$ cat src/drm_pkg.sv
package drm_pkg;

	// Register byte offsets on the Wishbone slave
	localparam int        ADR_W      = 4;
	localparam logic [3:0] ADR_CTRL   = 4'h0;
	localparam logic [3:0] ADR_HOSTWR = 4'h4;
	localparam logic [3:0] ADR_MONSEL = 4'h8;
	localparam logic [3:0] ADR_STATUS = 4'hc;

	// Control register bit positions
	localparam int CR_REF_VALUE = 12;
	localparam int CR_MON_EN    = 11;
	localparam int CR_INT_REF   = 10;

	// Reset values
	localparam logic [13:0] CTRL_RESET    = 14'h0000;
	localparam logic [5:0]  MON_SEL_RESET = 6'h3f;

	// Host word decode
	localparam logic [1:0] DEST_SFR     = 2'h0;
	localparam logic [5:0] SFR_ADDR     = 6'h0c;
	localparam logic [5:0] MON_HIZ_ADDR = 6'h3f;
	localparam int         HOSTWORD_W   = 22;

	// Host write word as it sits in the low bits of the data bus
	typedef struct packed {
		logic [1:0]  dest;
		logic [5:0]  addr;
		logic [13:0] data;
	} drm_hostword_t;

	// Channel write handed to the channel data registers
	typedef struct packed {
		logic        valid;
		logic [1:0]  dest;
		logic [5:0]  addr;
		logic [13:0] data;
	} drm_chanwr_t;

	// Status word, bit 0 is outHold
	typedef struct packed {
		logic refValueHigh;
		logic intRefEn;
		logic monActive;
		logic monOe;
		logic outHold;
	} drm_status_t;

endpackage

$ cat src/drm_ctrl.sv
// Decided for this implementation: the Wishbone interface to the registers and the register offsets.
module drm_ctrl #(
	parameter int NUM_CH = 40
) (
	// Clock and resets
	input  wire logic                 core_clk,
	input  wire logic                 rst_n,
	input  wire logic                 hwReset_n,
	// Wishbone slave
	input  wire logic                 wbCyc,
	input  wire logic                 wbStb,
	input  wire logic                 wbWe,
	input  wire logic [3:0]           wbSel,
	input  wire logic [drm_pkg::ADR_W-1:0] wbAdr,
	input  wire logic [31:0]          wbWdata,
	output logic                      wbAck,
	output logic [31:0]               wbRdata,
	// Reference control
	output logic                      intRefEn,
	output logic                      refValueHigh,
	// Analog output clamp
	output logic                      outHold,
	// Channel monitor
	output logic                      monActive,
	output logic                      lastChannelOutputDacEn,
	output logic [5:0]                monSel,
	output logic                      monitorOutputPinOe,
	// Channel data writes
	output drm_pkg::drm_chanwr_t      chanWr
);

	localparam logic [5:0] NUM_CH6 = 6'(NUM_CH);

	logic                 ack_q;
	logic [31:0]          rdata_q;
	logic [13:0]          ctrl_q;
	logic [13:0]          ctrl_d;
	logic                 outHold_q;
	logic [5:0]           monSel_q;
	logic [5:0]           monSel_d;
	logic                 monOe_q;
	logic                 monOe_d;
	logic                 lastDac_q;
	logic                 monActive_q;
	drm_pkg::drm_chanwr_t chanWr_q;
	drm_pkg::drm_chanwr_t chanWr_d;
	drm_pkg::drm_status_t status;

	// Reset decode
	wire logic resetAll = ~rst_n | ~hwReset_n;

	// Bus decode
	wire logic reqNew  = wbCyc & wbStb & ~ack_q;
	wire logic wrTake  = wbCyc & wbStb & wbWe & ack_q;
	wire logic hitCtrl = wbAdr == drm_pkg::ADR_CTRL;
	wire logic hitHost = wbAdr == drm_pkg::ADR_HOSTWR;
	wire logic hitMon  = wbAdr == drm_pkg::ADR_MONSEL;
	wire logic hitStat = wbAdr == drm_pkg::ADR_STATUS;

	// Host word decode; a write missing any of byte lanes 0 to 2 carries no complete word and is ignored
	wire drm_pkg::drm_hostword_t hostWord =
		drm_pkg::drm_hostword_t'(wbWdata[drm_pkg::HOSTWORD_W-1:0]);
	wire logic hostWr    = wrTake & hitHost & (&wbSel[2:0]);
	wire logic sfrHit    = (hostWord.dest == drm_pkg::DEST_SFR) &
		(hostWord.addr == drm_pkg::SFR_ADDR);
	wire logic sfrWr     = hostWr & sfrHit;
	wire logic chanValid = hostWord.addr < NUM_CH6;
	wire logic chanHit   = hostWr & ~sfrHit & chanValid;

	// Selection writes before monitor enable are dropped so the pin never glitches
	wire logic monEn    = ctrl_q[drm_pkg::CR_MON_EN];
	wire logic monSelWr = wrTake & hitMon & wbSel[0] & monEn;

	// Next-state values
	assign ctrl_d   = sfrWr ? hostWord.data : ctrl_q;
	assign monSel_d = monSelWr ? wbWdata[5:0] : monSel_q;
	assign monOe_d  = ctrl_d[drm_pkg::CR_MON_EN] &
		(monSel_d != drm_pkg::MON_HIZ_ADDR) & (monSel_d < NUM_CH6);

	assign chanWr_d.valid = chanHit;
	assign chanWr_d.dest  = chanHit ? hostWord.dest : chanWr_q.dest;
	assign chanWr_d.addr  = chanHit ? hostWord.addr : chanWr_q.addr;
	assign chanWr_d.data  = chanHit ? hostWord.data : chanWr_q.data;

	// Read mux
	assign status.refValueHigh = ctrl_q[drm_pkg::CR_REF_VALUE];
	assign status.intRefEn     = ctrl_q[drm_pkg::CR_INT_REF];
	assign status.monActive    = monEn;
	assign status.monOe        = monOe_q;
	assign status.outHold      = outHold_q;

	wire logic [31:0] rdataSel =
		hitCtrl ? {18'h00000, ctrl_q} :
		hitMon  ? {26'h0000000, monSel_q} :
		hitStat ? {27'h0000000, status} : 32'h00000000;

	// Wishbone answer: ack one cycle after the request appears, then dropped
	always_ff @(posedge core_clk) begin
		if (resetAll) begin
			ack_q   <= 1'b0;
			rdata_q <= 32'h00000000;
		end else begin
			ack_q   <= reqNew;
			rdata_q <= reqNew ? rdataSel : rdata_q;
		end
	end

	// Control register: defaults select the external reference
	always_ff @(posedge core_clk) begin
		if (resetAll) begin
			ctrl_q <= drm_pkg::CTRL_RESET;
		end else begin
			ctrl_q <= ctrl_d;
		end
	end

	// Outputs stay clamped at zero until a channel actually receives data
	always_ff @(posedge core_clk) begin
		if (resetAll) begin
			outHold_q <= 1'b1;
		end else if (chanHit) begin
			outHold_q <= 1'b0;
		end
	end

	// Monitor multiplexer and last channel pin ownership
	always_ff @(posedge core_clk) begin
		if (resetAll) begin
			monSel_q  <= drm_pkg::MON_SEL_RESET;
			monOe_q   <= 1'b0;
			lastDac_q <= 1'b1;
			monActive_q <= 1'b0;
		end else begin
			monSel_q  <= monSel_d;
			monOe_q   <= monOe_d;
			lastDac_q <= ~ctrl_d[drm_pkg::CR_MON_EN];
			// Own flop so the pin owner output is not an inverter after a register
			monActive_q <= ctrl_d[drm_pkg::CR_MON_EN];
		end
	end

	// Channel write strobe for the data registers
	always_ff @(posedge core_clk) begin
		if (resetAll) begin
			chanWr_q <= '0;
		end else begin
			chanWr_q <= chanWr_d;
		end
	end

	assign wbAck                  = ack_q;
	assign wbRdata                = rdata_q;
	assign intRefEn               = ctrl_q[drm_pkg::CR_INT_REF];
	assign refValueHigh           = ctrl_q[drm_pkg::CR_REF_VALUE];
	assign outHold                = outHold_q;
	assign monActive              = monActive_q;
	assign lastChannelOutputDacEn = lastDac_q;
	assign monSel                 = monSel_q;
	assign monitorOutputPinOe     = monOe_q;
	assign chanWr                 = chanWr_q;
endmodule

$ cat config.mk
export PLATFORM = sky130hd
export DESIGN_NAME = drm_ctrl
export DESIGN_NICKNAME = d
export VERILOG_FILES = /design/src/drm_pkg.sv /design/src/drm_ctrl.sv
export SDC_FILE = /design/constraint.sdc
export NUM_CORES = 1
export LEC_CHECK = 0
export ABC_AREA = 0
export ABC_CLOCK_PERIOD_IN_PS = 3300
export BUFFER_PORTS_ARGS = -buffer_cell sky130_fd_sc_hd__buf_4
export CAP_MARGIN = 20
export CORE_ASPECT_RATIO = 0.75
export CORE_MARGIN = 2
export CORE_UTILIZATION = 51
export CTS_CLUSTER_SIZE = 10
export DETAILED_ROUTE_END_ITERATION = 12
export PLACE_DENSITY = 0.81
export SETUP_SLACK_MARGIN = 0.2
export SLEW_MARGIN = 20
export SYNTH_ARGS = -nofsm -noshare
export SYNTH_HDL_FRONTEND = slang
export SYNTH_SLANG_ARGS = --single-unit
$ cat constraint.sdc
create_clock -name core_clk -period 3.3 [get_ports core_clk]
set_clock_uncertainty 0.15 [all_clocks]
set_input_delay 0.66 -clock core_clk [delete_from_list [all_inputs] [get_ports core_clk]]
set_output_delay 0.66 -clock core_clk [all_outputs]
set_load 0.01 [all_outputs]
==> results of run 1 <==
[worst max-delay path, stage by stage]
cell and delay, ns:
buf_4 0.12, nor4bb_1 0.46, and4_1 0.56, nand2_1 0.24, a21o_1 0.22
[cells in the mapped netlist (all sizes together) (3+ instances only)]
cell type  count  area share, %
nor4           3            1.3
nand2         27            3.9
nor3           6            1.2
a21oi         44            8.6
mux2           5            2.2
a221oi         5            1.7
nand3         37            7.1
nor2          12            1.7
buf           22            6.2
dfxtp         61             47
o21ai         37            7.1
clkbuf        19            2.8
mux2i          9            3.5
[kinds of logic (layout without fill, tap and decap cells)]
kind of cell,count (synthesis),in the layout,share of synthesized area [%]
DFF,61,61,47.0
and+or+nand+nor,100,100,20.1
other,1,18,0.144
muxes,14,14,5.63
buffers and inverters,42,106,9.15
AOI/OAI and AO/OA,88,88,18.0
[layer usage]
metal	wire [um]	global-route usage, %	vias up
met5	0	0	-
met4	77	7.03	0
met3	773	9.74	9
met2	3100	38.2	144
met1	3210	37.0	1173
li1	-	-	1209
[registers in the layout, indices dropped and copies added, names as in the netlist]
signal and cells:
chanWr 23, monSel 6, monActive 1, wbRdata 14, lastChannelOutputDacEn 1, outHold 1, ctrl_q 13, monitorOutputPinOe 1
wbAck 1
[path summary, 6_finish.rpt]
path / to / startpoint
max reg2reg: lastChannelOutputDacEn / wbAck
min: wbRdata[11] / wbRdata[11]
max: outHold / wbAdr[1]
min reg2reg: wbRdata[11] / wbRdata[11]
[stage by stage]
stage / total power (W) / std cells / util, %
after floorplan: 0.000818 / 323 / -
after global placement: 0.000854 / 433 / 65.2
after detailed placement: 0.000854 / 433 / 65.2
after CTS: 0.00152 / 447 / 69.2
after global routing: 0.00158 / 447 / 69.2
final: 0.00152 / 447 / 69.2
[power by group through the flow]
stage / clock network [W] / logic (W) / registers (W)
floorplan: 0 / 0.0000609 / 0.000757
global placement: 0 / 0.0000975 / 0.000756
detailed placement: 0 / 0.0000979 / 0.000756
CTS: 0.000682 / 0.0000988 / 0.000740
global route: 0.000729 / 0.000109 / 0.000740
finish: 0.000678 / 0.000101 / 0.000740
[area by class of cell]
class                   instances  area share [%]
clock buffers                  13            4.98
clock inverters                 1           0.885
inverters                       1           0.111
multi-input cells             220            35.7
flip-flops and latches         61            36.0
well taps                      60            2.21
repair buffers                 91            20.1
==> reports/qor.yml, run 1 <==
clock_tree:
  cts_root_buf: "clkbuf_8"
  cts_buffer_depth: 2
  postCtsSetupBuffers: 0
  cts_tree: "built"
  postCtsResizedCells: 0
  cts_sinks: 61
  htreeDepth: 3
  cts_buffers: 9
  ctsHoldBuffers: 0
  clock_latency_ns: 0.34
  cts.clk_slew.worst_paths_ns: 0.06
place:
  dp_worst_setup_slack_ns: 0.784
  placed_area_sq_um: 3190
  dp_hpwl_um: 5000
  gp_congestion: 0.834
  portBuffers: 84
floorplan:
  fp.coreArea_sq_um: 4900
  die_x_um: 86.4
  io_pins: 114
  fp.dieH_um: 65.8
  initial_core_util_pct: 53.0
  die_area_sq_um: 5690
  rows: 22
logic_synthesis:
  synth_edf_count: 0
  netlist_area_sq_um: 2600
  synthFlopType: "dfxtp_1"
  ys_ff_latch: 61
  syn_inst: 306
  async_flop_share_pct: 0
  avgSynthCellArea_sq_um: 8.49
  synth-seq-area-share_pct: 47.0
  synth_cell_types: 33
  yosys_warnings: 0
setup_path:
  worst_setup_path_end_kind: "flop"
  required_ns: 3.38
  cp.arrival_ns: 2.26
  crit_type: "input pin to flop"
  worstPathMaxFanout: 12
  rr_worst_depth: 4
  reg2reg_slack_ns: 1.21
  critPathLaunchType: "input pin"
global_routing:
  antenna_found_initial: 0
  grt_pass1_vias: 2262
  track_usage_pct: 26.4
  grt_max_degree: 52
  grt_pass1_wl_um: 11400
  gr-total-overflow: 0
timing:
  hold_violations: 0
  rsz0062_at_grt: "false"
  setup_slack_ns: 1.12
  finalSetupViolations: 0
  worst_pin_slew_ns: 0.859
  fin_crit_ns: 2.18
  post-route-period-util_pct: 66.1
  tns_ns: 0
  hold_slack_ns: 0.305
  max_freq_mhz: 459
  relSlewSlack_pct: 42.5
  drv_slew: 0
pwr:
  internal-power_w: 0.00118
  p_leak_nw: 1.33
  p_sw_w: 0.000337
  swShare_pct: 22.2
  combPwrFrac_pct: 6.7
  irDropWorstVdd_v: 0.000264
  p_seq_share_pct: 48.7
  p_per_area_nw_per_um2: 448
  clock_power_share_pct: 44.6
run:
  max_cap_viol_count: 0
detailed_routing:
  wl_um: 7160
  drc: 0
  via_per_inst: 5.67
  drt_iter0_drc: 255
  first_pass_iters: 5
  wl_per_cell_um: 16.0
  drtAntennaViolNets: 0
  dr_total_vias: 2535
cells_and_area:
  fillers: 422
  fin_area_sq_um: 3390
  area_growth_pct: 30.5
  mostFrequentLayoutCells: "buf_4 (91), dfxtp_1 (61), a21oi_1 (43), nand3_1 (37), o21ai_0 (37)"
  final_common_cell: "buf_4"
  insertedDiodeCount: 0
  drive_gt1_share_pct: 30.0
  regArea_sq_um: 1220
  fin_nets: 430
  multi_input_area_sq_um: 1210
hold_path:
  hold_path_class: "flop to flop"
  min_path_cells: 2
outcome:
  status: "complete, no violations"
Power figures use the tool's default switching activity.
==> inputs of run 2 (changes only) <==
ABC_AREA = 1   (was 0)
ABC_CLOCK_PERIOD_IN_PS = 2200   (was 3300)
CORE_UTILIZATION = 46   (was 51)
PLACE_DENSITY = 0.75   (was 0.81)
clock period = 2.2 ns   (was 3.3 ns; I/O delays follow)
==> run 2 against run 1 <==
Against the previous run: die area up 6.5%; total power up 43%; global-route usage down 5.0 points; clock-buffer cell count up 1; largest power group unchanged; core utilization down 6.8 points; critical path type is now flop to flop; sequential power up 51%; cell count up 12%; combinational power up 60%; clock power up 32%.
==> reports/qor.yml, run 2 <==
global_routing:
  grt.met3_usage_pct: 9.65
  busiest_layer: "met2"
  grt_pass1_vias: 2080
  gr-total-overflow: 0
  use_met2_pct: 32.0
  met1_usage_pct: 27.2
  grt_pass1_wl_um: 9520
  track_usage_pct: 21.4
  grt_max_degree: 48
  antenna_found_initial: 0
clock_tree:
  htreeDepth: 3
  cts_root_buf: "clkbuf_8"
  cts_buffers: 9
  cts.clk_slew.worst_paths_ns: 0.06
  cts_sinks: 61
  cts_buffer_depth: 2
  postCtsResizedCells: 0
  cts_tree: "built"
  postCtsSetupBuffers: 0
  ctsHoldBuffers: 0
  clock_latency_ns: 0.33
place:
  dp.cells: 484
  dp_hpwl_um: 4480
  gp_congestion: 0.846
  portBuffers: 84
  dp_worst_setup_slack_ns: 0.230
  placed_area_sq_um: 3130
setup_path:
  required_ns: 2.25
  cp.arrival_ns: 1.81
  rr_worst_depth: 7
  crit_type: "flop to flop"
  timing.rr.end: "outHold"
  reg2reg_slack_ns: 0.44
  worst_setup_path_end_kind: "flop"
  crit_end: "outHold"
  worstPathMaxFanout: 21
  cp-startpoint: "wbAck"
  critPathLaunchType: "flop"
  rr_startpoint: "wbAck"
cells_and_area:
  largest_register_ffs: 23
  fillers: 512
  area_growth_pct: 32.0
  fin_nets: 466
  drive_gt1_share_pct: 27.1
  fin_area_sq_um: 3310
  final_common_cell: "buf_4"
  mostFrequentLayoutCells: "buf_4 (90), nor2_1 (75), dfxtp_1 (61), nand2_1 (49), o21ai_0 (40)"
  final_cells: 499
  insertedDiodeCount: 0
floorplan:
  initial_core_util_pct: 47.3
  die_x_um: 89.2
  fp.coreArea_sq_um: 5300
  io_pins: 114
  fp.dieH_um: 67.9
  rows: 23
  die_area_sq_um: 6060
logic_synthesis:
  ys_ff_latch: 61
  async_flop_share_pct: 0
  yosys_warnings: 0
  syn_inst: 334
  synthTopCellsByArea: "dfxtp_1 (49%), nor2_1 (11%), o21ai_0 (8.0%)"
  yosys.area.top_type: "dfxtp_1"
  synth-seq-area-share_pct: 48.8
  yosys.area.top_type_share_pct: 48.8
  synthFlopType: "dfxtp_1"
  netlist_area_sq_um: 2500
  avgSynthCellArea_sq_um: 7.50
  synth_common_cells: "nor2_1 (75), dfxtp_1 (61), nand2_1 (49), o21ai_0 (40)"
  synth_cell_types: 25
  synth_edf_count: 0
  yosysMostFrequentCell: "nor2_1"
detailed_routing:
  via_per_inst: 4.73
  drt_iter0_drc: 103
  dr_total_vias: 2358
  wl_per_cell_um: 12.1
  drc: 0
  first_pass_iters: 4
  drtAntennaViolNets: 0
  wl_um: 6050
timing:
  rsz0062_at_grt: "false"
  fin_crit_ns: 1.76
  hold_violations: 0
  setup_slack_ns: 0.436
  max_freq_mhz: 567
  tns_ns: 0
  post-route-period-util_pct: 80.2
  drv_slew: 0
  finalSetupViolations: 0
  hold_slack_ns: 0.191
pwr:
  p_leak_nw: 1.46
  irDropWorstVdd_v: 0.000537
  p_per_area_nw_per_um2: 657
hold_path:
  hold_path_class: "input pin to flop"
outcome:
  status: "complete, no violations"
run:
  max_cap_viol_count: 0
==> run 2: where the power goes <==
| group | total [W] | switching (W) | leakage, nW | internal (W) |
|---|---|---|---|---|
| logic | 0.000162 | 0.0000915 | 0.876 | 0.0000703 |
| registers | 0.00112 | 0.00000464 | 0.493 | 0.00111 |
| clock network | 0.000892 | 0.000398 | 0.0926 | 0.000494 |
| total | 0.00217 | 0.000494 | 1.46 | 0.00168 |
==> run 2: worst max-delay path, stage by stage, from the launching register on <==
cell	delay, ns
dfxtp_1	0.37
nand2_1	0.08
nor2_2	0.21
inv_2	0.07
nor2_4	0.15
nand3_2	0.16
inv_2	0.32
o21ai_0	0.12
==> run 2: final cells by class <==
cell class / instances / area, sq um / share of cell area (%)
multi-input cells: 234 / 1050 / 31.7
flip-flops and latches: 61 / 1220 / 36.9
well taps: 75 / 93.8 / 2.84
repair buffers: 90 / 676 / 20.4
clock buffers: 14 / 173 / 5.22
inverters: 24 / 90.1 / 2.73
clock inverters: 1 / 5.00 / 0.151
==> run 2: worst min-delay path by stage <==
stage | from | to | slack (ns) | cells past startpoint
finish | wbWdata[1] | monSel[1] | 0.19 | 3
global route | wbWdata[1] | monSel[1] | 0.18 | 3
CTS | wbWdata[1] | monSel[1] | 0.18 | 3
detailed placement | ctrl_q[6] | wbRdata[6] | 0.31 | 2
global placement | ctrl_q[7] | wbRdata[7] | 0.30 | 2
floorplan | ctrl_q[13] | wbRdata[13] | 0.29 | 2
==> run 2: cells by family after synthesis <==
logic type,Yosys count,share of synthesized area [%]
AOI/OAI and AO/OA,68,14.2
buffers and inverters,56,12.0
DFF,61,48.8
other,1,0.150
and+or+nand+nor,148,24.9
==> run 2: through the flow <==
step / utilization, % / total power (W)
6_report: 62.4 / 0.00217
2_1_floorplan: - / 0.00124
3_5_place_dp: 59.1 / 0.00130
5_1_grt: 62.4 / 0.00227
4_1_cts: 62.4 / 0.00220
3_3_place_gp: 59.1 / 0.00130
==> run 2: metal layers <==
layer | wire length (um) | up-vias
li1 | - | 1211
met1 | 2760 | 1049
met2 | 2710 | 92
met3 | 552 | 6
met4 | 38 | 0
met5 | 0 | -
